$ cat src/drc_defines.svh
// Constants for the DRAM controller: timing counts, field positions, reset values
`ifndef DRC_DEFINES_SVH
`define DRC_DEFINES_SVH

// ----------------------------------------
// Clock and refresh timing
// ----------------------------------------
`define DRC_CLK_PERIOD_NS 8
`define DRC_REF_BASE_PERIOD_NS 40
`define DRC_REF_TICK_CYCLES (`DRC_REF_BASE_PERIOD_NS / `DRC_CLK_PERIOD_NS)
`define DRC_REF_INTERVAL_NS 9600
`define DRC_REF_RELOAD 8'h0f
`define DRC_REF_TERMINAL 8'hff
`define DRC_TICK_RESET 3'h0

// ----------------------------------------
// Access sequencing, in master counter steps
// ----------------------------------------
`define DRC_T_COL 4'h1
`define DRC_T_CAS 4'h2
`define DRC_T_ACK_END 4'h3
`define DRC_T_RD_END 4'h4
`define DRC_T_WR_CAS 4'h1
`define DRC_T_WR_END 4'h2
`define DRC_T_REF_RAS 4'h1
`define DRC_T_REF_END 4'h3
`define DRC_T_PRECHARGE_LAST 4'h1
`define DRC_CNT_RESET 4'h0

// ----------------------------------------
// Address fields, word address bits 22..2
// ----------------------------------------
`define DRC_SPACE_BIT 20
`define DRC_BANK_HI 19
`define DRC_BANK_LO 18
`define DRC_ROW_HI 17
`define DRC_ROW_LO 9
`define DRC_COL_HI 8
`define DRC_COL_LO 0

// ----------------------------------------
// Idle levels of the active-low strobes, and read buffer depth
// ----------------------------------------
`define DRC_STROBES_OFF 4'hf
`define DRC_FIFO_DEPTH 16

`endif

$ cat src/drc_pkg.sv
// Types shared by the DRAM controller modules
package drc_pkg;

   typedef enum logic [2:0] {
      DRC_RESET_WAIT,
      DRC_REFRESH,
      DRC_PRECHARGE,
      DRC_IDLE,
      DRC_READ,
      DRC_WRITE,
      DRC_IDLE_RAS
   } drc_state_e;

   // Processor request pins, all active low except the address
   typedef struct packed {
      logic rd_n;
      logic wr_n;
      logic same_page_hint_n;
      logic [3:0] lane_enable_n;
      logic [20:0] addr;
   } drc_req_s;

   // Transceiver controls
   typedef struct packed {
      logic latch_a_to_b;
      logic [3:0] drive_a_to_b_n;
      logic latch_b_to_a;
      logic chip_sel_b_to_a_n;
   } drc_xcvr_s;

endpackage : drc_pkg

$ cat src/drc_fifo.sv
// Synchronous FIFO with valid/ready on both sides
`timescale 1ns/1ns
module drc_fifo
   import drc_pkg::*;
#(
   parameter int WIDTH = 32,
   parameter int DEPTH = 16
) (
   // Clock and reset
   input wire logic clk_in,
   input wire logic reset_in,
   // Fill side
   input wire logic s_valid_in,
   output logic s_ready_out,
   input wire logic [WIDTH-1:0] s_data_in,
   // Drain side
   output logic m_valid_out,
   input wire logic m_ready_in,
   output logic [WIDTH-1:0] m_data_out
);

   localparam int AW = $clog2(DEPTH);

   typedef struct packed {
      logic [AW:0] wp;
      logic [AW:0] rp;
   } drc_fifo_s;

   logic [WIDTH-1:0] mem [DEPTH];
   drc_fifo_s f_reg;
   drc_fifo_s f_next;
   logic full;
   logic empty;
   logic push;
   logic pop;

   assign full = (f_reg.wp[AW] != f_reg.rp[AW]) && (f_reg.wp[AW-1:0] == f_reg.rp[AW-1:0]);
   assign empty = (f_reg.wp == f_reg.rp);
   assign s_ready_out = !full;
   assign m_valid_out = !empty;
   assign m_data_out = mem[f_reg.rp[AW-1:0]];
   assign push = s_valid_in && !full;
   assign pop = m_ready_in && !empty;

   always_comb begin
      f_next = f_reg;
      if (push) begin
         f_next.wp = f_reg.wp + 1'b1;
      end
      if (pop) begin
         f_next.rp = f_reg.rp + 1'b1;
      end
   end

   always_ff @(posedge clk_in or posedge reset_in) begin
      if (reset_in) begin
         f_reg <= '0;
      end else begin
         f_reg <= f_next;
      end
   end

   // Storage has no reset; only the pointers say what is valid
   always_ff @(posedge clk_in) begin
      if (push) begin
         mem[f_reg.wp[AW-1:0]] <= s_data_in;
      end
   end

endmodule : drc_fifo

$ cat src/drc_ctrl.sv
// DRAM controller: control sequencing, refresh timer, byte lanes, address mux, transceivers
//
// Contract
// RULE1 - Refresh timer reloads 0x0f, pulses at 0xff
// RULE2 - Refresh interval 9.6 us bounds RAS low
// RULE3 - Idle row held: RAS low, CAS off
// RULE4 - Lane strobe is lane enable OR write
// RULE5 - Lane strobes active before CAS falls
// RULE6 - Address mux settles one cycle before strobe
// RULE7 - Four RAS/CAS pairs, bank from A21:A20
// RULE8 - Write keeps latch open, lanes gate drivers
// RULE9 - Read latch captures as CAS removed
// RULE10 - Direction set DRAM toward bus on reads
// RULE11 - Processor gate drives bus, releases early
// RULE12 - Cycle active flags every DRAM access
// RULE13 - Cycle active stage on system clock
// RULE14 - Acknowledge and read complete end access
// RULE15 - Row held flag while RAS left low
// RULE16 - Four-bit master counter times all events
// RULE17 - Reset and refresh activity indications
// RULE18 - Idle arbitrates refresh against A22-low access
// RULE19 - Reset resyncs, refreshes once, then idles
// RULE20 - Writes end idle with RAS held
// RULE21 - Refresh request held until acknowledged
`timescale 1ns/1ns
`include "drc_defines.svh"
module drc_ctrl
   import drc_pkg::*;
#(
   parameter int DATA_W = 32,
   parameter int FIFO_DEPTH = `DRC_FIFO_DEPTH
) (
   // Clock and reset
   input wire logic ref_clk_in,
   input wire logic reset_in,
   // Processor request pins
   input wire drc_req_s cpu_req_in,
   input wire logic cpu_output_gate_n_in,
   // Processor responses
   output logic ack_n_out,
   output logic read_complete_enable_n_out,
   // Read data toward the processor side
   output logic [DATA_W-1:0] rd_data_out,
   output logic rd_data_valid_out,
   input wire logic rd_data_ready_in,
   // DRAM side
   input wire logic [DATA_W-1:0] dram_data_in,
   output logic [3:0] ras_n_out,
   output logic [3:0] cas_n_out,
   output logic mux_col_sel_out,
   output logic [8:0] dram_addr_out,
   output logic [3:0] lane_write_strobe_n_out,
   // Transceiver controls
   output drc_xcvr_s xcvr_out,
   output logic drive_b_to_a_n_out,
   // Status
   output logic cycle_active_out,
   output logic cycle_active_delayed_out,
   output logic row_held_flag_out,
   output logic reset_active_out,
   output logic refresh_ack_out,
   output logic refresh_req_out
);

   localparam logic [2:0] TICK_LAST = 3'(`DRC_REF_TICK_CYCLES - 1);

   typedef struct packed {
      drc_req_s s1;
      drc_req_s s2;
      logic [DATA_W-1:0] d1;
      logic [DATA_W-1:0] d2;
      drc_state_e st;
      logic [3:0] cnt;
      logic [1:0] bank;
      logic [3:0] ras_n;
      logic [3:0] cas_n;
      logic mux_col;
      logic [8:0] addr;
      logic ack_n;
      logic rdcen_n;
      logic cyc;
      logic cyc_d;
      logic row_held;
      logic rle;
      logic rst_act;
      logic ref_ack;
      logic dram_wr;
      logic [3:0] wstb_n;
      logic tr_n;
      logic armed;
      logic ref_pend;
      logic [2:0] tick;
      logic [7:0] rtimer;
      logic ref_req;
      logic push;
      logic [DATA_W-1:0] rdata;
   } drc_ctrl_s;

   drc_ctrl_s r_reg;
   drc_ctrl_s r_next;
   logic fifo_ready;
   logic rd;
   logic wr;
   logic in_dram;
   logic near;
   logic cnt_gate;

   // ----------------------------------------
   // Read data buffer
   // ----------------------------------------
   drc_fifo #(
      .WIDTH(DATA_W),
      .DEPTH(FIFO_DEPTH)
   ) u_fifo (
      .clk_in(ref_clk_in),
      .reset_in(reset_in),
      .s_valid_in(r_reg.push),
      .s_ready_out(fifo_ready),
      .s_data_in(r_reg.rdata),
      .m_valid_out(rd_data_valid_out),
      .m_ready_in(rd_data_ready_in),
      .m_data_out(rd_data_out)
   );

   // ----------------------------------------
   // Decoded request, from the second sync stage only
   // ----------------------------------------
   assign rd = !r_reg.s2.rd_n;
   assign wr = !r_reg.s2.wr_n;
   assign in_dram = !r_reg.s2.addr[`DRC_SPACE_BIT]; // [RULE18]
   assign near = !r_reg.s2.same_page_hint_n;
   // Counter runs only while a sequence is in flight
   assign cnt_gate = r_reg.cyc_d || r_reg.cyc || r_reg.ref_ack || (r_reg.st == DRC_PRECHARGE); // [RULE16]

   // ----------------------------------------
   // Next state
   // ----------------------------------------
   always_comb begin
      r_next = r_reg;
      r_next.s1 = cpu_req_in;
      r_next.s2 = r_reg.s1;
      r_next.d1 = dram_data_in;
      r_next.d2 = r_reg.d1;
      r_next.cyc_d = r_reg.cyc; // [RULE13]
      r_next.push = 1'b0;
      r_next.rle = 1'b0;
      r_next.ref_req = 1'b0;
      r_next.cnt = cnt_gate ? r_reg.cnt + 4'h1 : `DRC_CNT_RESET; // [RULE16]
      if (!rd && !wr) begin
         r_next.armed = 1'b1;
      end

      // Refresh timer: prescaled to the 25 MHz base so 240 steps span 9.6 us
      if (r_reg.tick == TICK_LAST) begin
         r_next.tick = `DRC_TICK_RESET;
         r_next.rtimer = r_reg.rtimer + 8'h01; // [RULE1]
         if (r_reg.rtimer == `DRC_REF_TERMINAL) begin
            r_next.ref_req = 1'b1; // [RULE1] [RULE2]
         end
      end else begin
         r_next.tick = r_reg.tick + 3'h1;
      end

      unique case (r_reg.st)
         DRC_RESET_WAIT: begin
            // Hold off until the processor shows no strobe, then refresh once
            r_next.rst_act = 1'b1; // [RULE17]
            if (!rd && !wr) begin
               r_next.st = DRC_REFRESH; // [RULE19]
               r_next.ref_ack = 1'b1;
               r_next.ref_pend = 1'b0;
               r_next.cnt = `DRC_CNT_RESET;
            end
         end
         DRC_IDLE: begin
            if (r_reg.ref_pend) begin
               r_next.st = DRC_REFRESH; // [RULE18]
               r_next.ref_ack = 1'b1; // [RULE17]
               r_next.ref_pend = 1'b0; // [RULE21]
               r_next.cnt = `DRC_CNT_RESET;
            end else if (r_reg.armed && in_dram && (wr || (rd && fifo_ready))
                         && (r_reg.addr == r_reg.s2.addr[`DRC_ROW_HI:`DRC_ROW_LO])) begin // [RULE6]
               // Reads wait for buffer room; the row must already stand a cycle before RAS
               r_next.bank = r_reg.s2.addr[`DRC_BANK_HI:`DRC_BANK_LO]; // [RULE7]
               r_next.ras_n = ~(4'h1 << r_reg.s2.addr[`DRC_BANK_HI:`DRC_BANK_LO]); // [RULE7]
               r_next.cyc = 1'b1; // [RULE12] [RULE13]
               r_next.armed = 1'b0;
               r_next.cnt = `DRC_CNT_RESET;
               r_next.dram_wr = wr;
               r_next.wstb_n = r_reg.s2.lane_enable_n | {4{!wr}}; // [RULE4] [RULE5]
               r_next.tr_n = !rd; // [RULE10]
               r_next.st = wr ? DRC_WRITE : DRC_READ;
            end
         end
         DRC_READ: begin
            if (r_reg.cnt == `DRC_T_COL) begin
               r_next.mux_col = 1'b1; // [RULE6]
            end
            if (r_reg.cnt == `DRC_T_CAS) begin
               r_next.cas_n = ~(4'h1 << r_reg.bank); // [RULE7]
               r_next.ack_n = 1'b0; // [RULE14]
               r_next.rdcen_n = 1'b0; // [RULE14]
            end
            if (r_reg.cnt == `DRC_T_ACK_END) begin
               r_next.ack_n = 1'b1;
               r_next.rdcen_n = 1'b1;
            end
            if (r_reg.cnt == `DRC_T_RD_END) begin
               // Data is caught in the same edge that lifts CAS
               r_next.cas_n = `DRC_STROBES_OFF; // [RULE9]
               r_next.rle = 1'b1; // [RULE9]
               r_next.ras_n = `DRC_STROBES_OFF;
               r_next.cyc = 1'b0; // [RULE12]
               r_next.mux_col = 1'b0;
               r_next.tr_n = 1'b1; // [RULE10]
               r_next.st = DRC_PRECHARGE;
               r_next.cnt = `DRC_CNT_RESET;
            end
         end
         DRC_WRITE: begin
            // Page writes enter at the CAS step with the column already set
            if (r_reg.cnt == `DRC_CNT_RESET) begin
               r_next.ack_n = 1'b0; // [RULE14]
               r_next.mux_col = 1'b1; // [RULE6]
            end
            if (r_reg.cnt == `DRC_T_WR_CAS) begin
               r_next.ack_n = 1'b1;
               r_next.cas_n = ~(4'h1 << r_reg.bank); // [RULE5] [RULE7]
            end
            if (r_reg.cnt == `DRC_T_WR_END) begin
               r_next.cas_n = `DRC_STROBES_OFF;
               r_next.cyc = 1'b0; // [RULE12]
               r_next.dram_wr = 1'b0;
               r_next.wstb_n = `DRC_STROBES_OFF; // [RULE4]
               r_next.mux_col = 1'b0;
               r_next.row_held = 1'b1; // [RULE15]
               r_next.st = DRC_IDLE_RAS; // [RULE20]
            end
         end
         DRC_IDLE_RAS: begin
            r_next.cas_n = `DRC_STROBES_OFF; // [RULE3]
            if (r_reg.ref_pend || (r_reg.armed && in_dram && (rd || (wr && !near)))) begin
               // Refresh lifts RAS here, which bounds the held row time
               r_next.ras_n = `DRC_STROBES_OFF; // [RULE2]
               r_next.st = DRC_PRECHARGE;
               r_next.cnt = `DRC_CNT_RESET;
            end else if (r_reg.armed && in_dram && wr && near) begin
               r_next.cyc = 1'b1; // [RULE12]
               r_next.ack_n = 1'b0; // [RULE14]
               r_next.mux_col = 1'b1; // [RULE6]
               r_next.dram_wr = 1'b1;
               r_next.wstb_n = r_reg.s2.lane_enable_n; // [RULE4] [RULE5]
               r_next.armed = 1'b0;
               r_next.cnt = `DRC_T_WR_CAS;
               r_next.st = DRC_WRITE;
            end else if (r_reg.armed && !in_dram && (rd || wr)) begin
               // An outside access breaks the page, so drop the row at once
               r_next.ras_n = `DRC_STROBES_OFF;
               r_next.row_held = 1'b0; // [RULE15]
               r_next.st = DRC_IDLE;
            end
         end
         DRC_REFRESH: begin
            // CAS ahead of RAS on every bank
            r_next.cas_n = 4'h0;
            if (r_reg.cnt == `DRC_T_REF_RAS) begin
               r_next.ras_n = 4'h0;
            end
            if (r_reg.cnt == `DRC_T_REF_END) begin
               r_next.ras_n = `DRC_STROBES_OFF;
               r_next.cas_n = `DRC_STROBES_OFF;
               r_next.ref_ack = 1'b0; // [RULE17]
               r_next.rtimer = `DRC_REF_RELOAD; // [RULE1]
               r_next.tick = `DRC_TICK_RESET;
               r_next.st = DRC_PRECHARGE;
               r_next.cnt = `DRC_CNT_RESET;
            end
         end
         DRC_PRECHARGE: begin
            // The word sampled while CAS was low leaves the second sync stage only now
            if (r_reg.rle) begin
               r_next.rdata = r_reg.d2; // [RULE9]
               r_next.push = 1'b1;
            end
            if (r_reg.cnt == `DRC_T_PRECHARGE_LAST) begin
               r_next.row_held = 1'b0; // [RULE15]
               r_next.rst_act = 1'b0; // [RULE19]
               r_next.st = DRC_IDLE;
            end
         end
      endcase

      // Row/column mux: the address register follows the select, one cycle ahead of the strobe
      r_next.addr = r_next.mux_col ? r_reg.s2.addr[`DRC_COL_HI:`DRC_COL_LO]
                                   : r_reg.s2.addr[`DRC_ROW_HI:`DRC_ROW_LO]; // [RULE6]

      // A new request in the same cycle as the clear still stays pending
      if (r_reg.ref_req) begin
         r_next.ref_pend = 1'b1; // [RULE21]
      end
   end

   // ----------------------------------------
   // State register
   // ----------------------------------------
   always_ff @(posedge ref_clk_in or posedge reset_in) begin
      if (reset_in) begin
         r_reg <= '{
            s1: '1,
            s2: '1,
            d1: '0,
            d2: '0,
            st: DRC_RESET_WAIT,
            cnt: `DRC_CNT_RESET,
            bank: 2'h0,
            ras_n: `DRC_STROBES_OFF,
            cas_n: `DRC_STROBES_OFF,
            mux_col: 1'b0,
            addr: 9'h000,
            ack_n: 1'b1,
            rdcen_n: 1'b1,
            cyc: 1'b0,
            cyc_d: 1'b0,
            row_held: 1'b0,
            rle: 1'b0,
            rst_act: 1'b1,
            ref_ack: 1'b0,
            dram_wr: 1'b0,
            wstb_n: `DRC_STROBES_OFF,
            tr_n: 1'b1,
            armed: 1'b0,
            ref_pend: 1'b0,
            tick: `DRC_TICK_RESET,
            rtimer: `DRC_REF_RELOAD,
            ref_req: 1'b0,
            push: 1'b0,
            rdata: '0
         };
      end else begin
         r_reg <= r_next;
      end
   end

   // ----------------------------------------
   // Outputs
   // ----------------------------------------
   assign ras_n_out = r_reg.ras_n;
   assign cas_n_out = r_reg.cas_n;
   assign mux_col_sel_out = r_reg.mux_col;
   assign dram_addr_out = r_reg.addr;
   assign ack_n_out = r_reg.ack_n;
   assign read_complete_enable_n_out = r_reg.rdcen_n;
   assign lane_write_strobe_n_out = r_reg.wstb_n;
   assign xcvr_out.latch_a_to_b = r_reg.dram_wr; // [RULE8]
   assign xcvr_out.drive_a_to_b_n = r_reg.wstb_n; // [RULE8]
   assign xcvr_out.latch_b_to_a = r_reg.rle; // [RULE9]
   assign xcvr_out.chip_sel_b_to_a_n = r_reg.tr_n; // [RULE10]
   // Bus drive timing belongs to the processor; passed straight through
   assign drive_b_to_a_n_out = cpu_output_gate_n_in; // [RULE11]
   assign cycle_active_out = r_reg.cyc;
   assign cycle_active_delayed_out = r_reg.cyc_d;
   assign row_held_flag_out = r_reg.row_held;
   assign reset_active_out = r_reg.rst_act;
   assign refresh_ack_out = r_reg.ref_ack;
   assign refresh_req_out = r_reg.ref_req;

endmodule : drc_ctrl

$ cat config.mk
export PLATFORM = sky130hd
export DESIGN_NAME = drc_ctrl
export DESIGN_NICKNAME = d
export VERILOG_FILES = /design/src/drc_pkg.sv /design/src/drc_fifo.sv /design/src/drc_ctrl.sv
export VERILOG_INCLUDE_DIRS = /design/src
export SDC_FILE = /design/constraint.sdc
export NUM_CORES = 1
export LEC_CHECK = 0
export ABC_CLOCK_PERIOD_IN_PS = 8330
export BUFFER_PORTS_ARGS = -buffer_cell sky130_fd_sc_hd__buf_2
export CORE_ASPECT_RATIO = 0.8
export CORE_MARGIN = 2
export CORE_UTILIZATION = 60
export CTS_CLUSTER_DIAMETER = 150
export CTS_CLUSTER_SIZE = 30
export DETAILED_ROUTE_END_ITERATION = 6
export PLACE_DENSITY_LB_ADDON = 0.05
export SYNTH_ARGS = -nofsm -noshare
export SYNTH_HDL_FRONTEND = slang
export SYNTH_SLANG_ARGS = --single-unit
$ cat constraint.sdc
create_clock -name ref_clk_in -period 8.33 [get_ports ref_clk_in]
set_input_delay 1.2495 -clock ref_clk_in [delete_from_list [all_inputs] [get_ports ref_clk_in]]
set_output_delay 1.2495 -clock ref_clk_in [all_outputs]
set_load 0.005 [all_outputs]
==> out/results.tsv <==
stage	metric	value	unit
worst_setup_path	Buf+Inv Stages, Crit Path	2	
pwr	Peak VDD IR	0.1527	mV
sta	# setup viols final	0	
worst_setup_path	worst reg2reg startpoint	u_fifo.f_reg[1]$_DFFE_PP0P_	
sta	Final Cycle Share	61.42	%
worst_setup_path	startpoint types	flop	
outcome	status	finished clean	
sta	measured slew at the worst slew-check pin	1.228	ns
yosys	Avg Inst Size Synth	20.63	um^2
clock_network	clock sinks	730	
worst_setup_path	worst reg-to-reg path cell count	6	
pwr	Sw Share	21.49	%
clock_network	CTS max path bufs	3	
detailed_routing	Remaining DRCs	0	
detailed_routing	Routed Antenna Nets	0	
clock_network	Clk Latency, worst-skew pair	0.60	ns
global_routing	GR Overflow Total	0	
yosys	Distinct cells, synth	56	
clock_network	hold buffer count at CTS	0	
sta	clk_skew	0.02568	ns
sta	final hold viol count	0	
detailed_routing	Detail Route met3 WL	3018	um
worst_setup_path	crit path capture type	output port	
clock_network	total CTS buffers	28	
final_layout	Ant. Diodes	0	
clock_network	Clock transition at path regs	0.11	ns
yosys	number of synthesized flops with an enable pin	512	
sta	setup TNS	0	ns
yosys	top_reg_cell synth	edfxtp_1	
clock_network	Root Buffer	clkbuf_16	
worst_setup_path	arrival time at the worst endpoint	3.87	ns
pwr	register share of total power	66.0	%
worst_setup_path	setup slack, reg-to-reg	4.40	ns
pwr	clock group share of total power	27.7	%
final_layout	Storage cell area	20940	um^2
detailed_routing	Via density	6.064	
floorplan	Initial Utilization	60.44	%
yosys	share of the yosys chip area belonging to registers	76.16	%
floorplan	Die X	243.3	um
min_path	hold-critical path depth	0	
sta	fin crit period	5.116	ns
floorplan	core area	45460	um^2
worst_setup_path	FF-to-FF End	u_fifo.mem[15][6]$_DFFE_PP_	
detailed_routing	DRT iter0 DRCs	1152	
pwr	internal power	0.004808	W
sta	Fmax achieved	195.4	MHz
detailed_routing	metal1 wirelength	22630	um
pwr	static leakage	11.51	nW
global_routing	antenna violations before repair	0	
place	dpl ws	3.872	ns
pwr	Logic pwr share	6.3	%
final_layout	area of the multi-input gates	6137	um^2
final_layout	Layout area overhead	7.646	%
clock_network	Clock H-tree levels	1	
detailed_routing	routed vias	12504	
worst_setup_path	crit-path cells	buf_4, mux4_2, mux4_2, buf_2	
clock_network	CTS tree	done	
detailed_routing	WL/cell	25.62	um
worst_setup_path	critical path class	flop to output port	
sta	unrepaired setup endpoints after global routing	false	
worst_setup_path	delay-heaviest family, CP	flip-flops	
yosys	Synth Instances	1332	
min_path	Worst Hold Class	flop to flop	
clock_network	post_cts resized	0	
floorplan	die footprint	47530	um^2
min_path	Worst Hold Path EP	r_reg[168]$_DFF_PP1_	
detailed_routing	drt first pass iters	7	
yosys	synthesized flop and latch total	730	
place	Placer Congestion	0.8858	
sta	Slew headroom	18.14	%
clock_network	Post-CTS Setup Bufs	0	
pwr	Tot Pwr	0.006125	W
global_routing	global-route wire length before repair	81110	um
place	I/O Buffers	132	
pwr	Sw Pwr	0.001316	W
worst_setup_path	slowest CP cell	dfrtp_4	
worst_setup_path	CP required	7.08	ns
min_path	hold wc startpoint	r_next[168]$_DFF_PP1_	
yosys	Synth async-reset ratio	29.86	%
sta	fin. max-slew vios	0	
pwr	Power Dens Cells	207.1	nW/um^2
floorplan	Die Height	195.4	um
global_routing	vias in the first global route	13037	
worst_setup_path	worst-path fanout max	78	
final_layout	share of cells above drive strength 1	35.45	%
yosys	area of the mapped netlist	27480	um^2
sta	Final WS setup	3.214	ns
yosys	syn nets	1408	
final_layout	number of fill cells	3022	
detailed_routing	met2 routed WL	26390	um
final_layout	final layout net count	1504	
floorplan	io pins	135	
yosys	Synth Warn #	0	
detailed_routing	final wirelength	52830	um
worst_setup_path	most frequent CP cell	mux4_2	
final_layout	max FFs per register	512	
job	Max Cap Viol	0	
global_routing	gr usage total	22.90	%
floorplan	# rows	70	
place	HPWL Detailed	28760	um
worst_setup_path	crit-path max cell delay	1.25	ns
global_routing	largest net degree at the start of global routing	98	
detailed_routing	highest routed layer	met4	
## cells by family (layout without fill, tap and decap cells)
logic type | Yosys count | after routing | share of synthesized area [%]
AOI/OAI and AO/OA | 83 | 83 | 1.931
xor gates and xnor gates | 30 | 30 | 0.9564
adders and majority gates | 12 | 12 | 0.5465
buffers and inverters | 102 | 220 | 1.908
DFF | 730 | 730 | 76.16
muxes | 219 | 219 | 15.51
and+or+nand+nor | 156 | 156 | 2.987
## synth_stat cells (5+ instances only)
cell type	count	share of area (%)
edfxtp_1	512	56
mux4_2	160	13
dfrtp_1	142	13
dfstp_2	76	7.3
mux2_2	54	2.2
nand2_1	48	0.66
clkbuf_1	33	0.45
nor2_1	32	0.44
buf_4	30	0.82
o21ai_0	25	0.46
buf_2	23	0.42
a21oi_1	22	0.40
xor2_1	21	0.67
ha_1	12	0.55
nor3_1	12	0.22
inv_1	11	0.15
nand2b_1	10	0.23
nand3_1	9	0.16
xnor2_1	9	0.29
o22ai_1	8	0.18
nand4_1	7	0.16
a31oi_1	6	0.14
and2_1	6	0.14
and3_1	6	0.14
nor2b_1	6	0.14
buf_1	5	0.068
mux2i_1	5	0.18
## routing by layer
metal / vias to the layer above / GRT usage [%]
met1: 6683 / 34.22
met2: 377 / 37.74
met4: 0 / 3.840
met3: 58 / 2.831
met5: - / 0
li1: 5386 / -
## layout make-up
| cell class | count | share of cell area (%) |
|---|---|---|
| clock buffer | 51 | 2.733 |
| clock inverter | 1 | 0.06769 |
| inverter | 11 | 0.1650 |
| multi-input combinational | 500 | 20.75 |
| sequential | 730 | 70.78 |
| tap | 612 | 2.589 |
| timing repair buffer | 157 | 2.911 |
## cells in the final DEF, fill, tap and decap left out, drive strengths merged, types with 5 or more instances in the layout
| cell | count |
|---|---|
| nor2b | 6 |
| o22ai | 8 |
| dfstp | 76 |
| nor2 | 33 |
| o21ai | 26 |
| mux2i | 5 |
| and2 | 6 |
| nand2b | 10 |
| clkbuf | 51 |
| nand4 | 7 |
| nand3 | 9 |
| a21oi | 22 |
| buf | 157 |
| nor3 | 12 |
| mux2 | 54 |
| edfxtp | 512 |
| ha | 12 |
| nand2 | 49 |
| a31oi | 7 |
| inv | 12 |
| mux4 | 160 |
| xnor2 | 9 |
| xor2 | 21 |
| dfrtp | 142 |
| and3 | 6 |
## worst reg2reg max path, stage by stage, from the launching register on
cell and delay, ns:
dfrtp_4 1.25, xor2_1 0.31, nor4_4 0.11, a21boi_2 0.33, nand2_1 0.34, nor2_4 0.69, buf_4 0.54
## worst max path at each step
| stage | startpoint | endpoint | slack (ns) | depth (start not counted) |
|---|---|---|---|---|
| floorplan | reset_in | cycle_active_delayed_out$_DFF_PP0_ | 1.24 | 1 |
| global placement | u_fifo.f_reg[1]$_DFFE_PP0P_ | rd_data_out[28] | 3.92 | 4 |
| detailed placement | u_fifo.f_reg[1]$_DFFE_PP0P_ | rd_data_out[11] | 3.87 | 4 |
| CTS | u_fifo.f_reg[1]$_DFFE_PP0P_ | rd_data_out[11] | 3.19 | 4 |
| global route | u_fifo.f_reg[1]$_DFFE_PP0P_ | rd_data_out[11] | 3.09 | 4 |
| finish | u_fifo.f_reg[1]$_DFFE_PP0P_ | rd_data_out[11] | 3.21 | 4 |
## through the flow
step	instance area [um^2]	utilization [%]	cells	hold slack (ns)
after floorplan	27480	-	1332	0.3312
after global placement	28750	63.24	2010	0.3331
after detailed placement	28750	63.24	2010	0.3347
after CTS	29580	65.06	2062	0.3367
after global routing	29580	65.06	2062	0.3324
final	29580	65.06	2062	0.3334
## power groups by stage
stage	Clock [W]	Combinational, W	Sequential, W
floorplan	0	0.000321	0.00408
global placement	0	0.000377	0.00411
detailed placement	0	0.000389	0.00412
CTS	0.00175	0.000390	0.00404
global route	0.00186	0.000436	0.00405
finish	0.00170	0.000387	0.00404
Power figures use the tool's default switching activity.
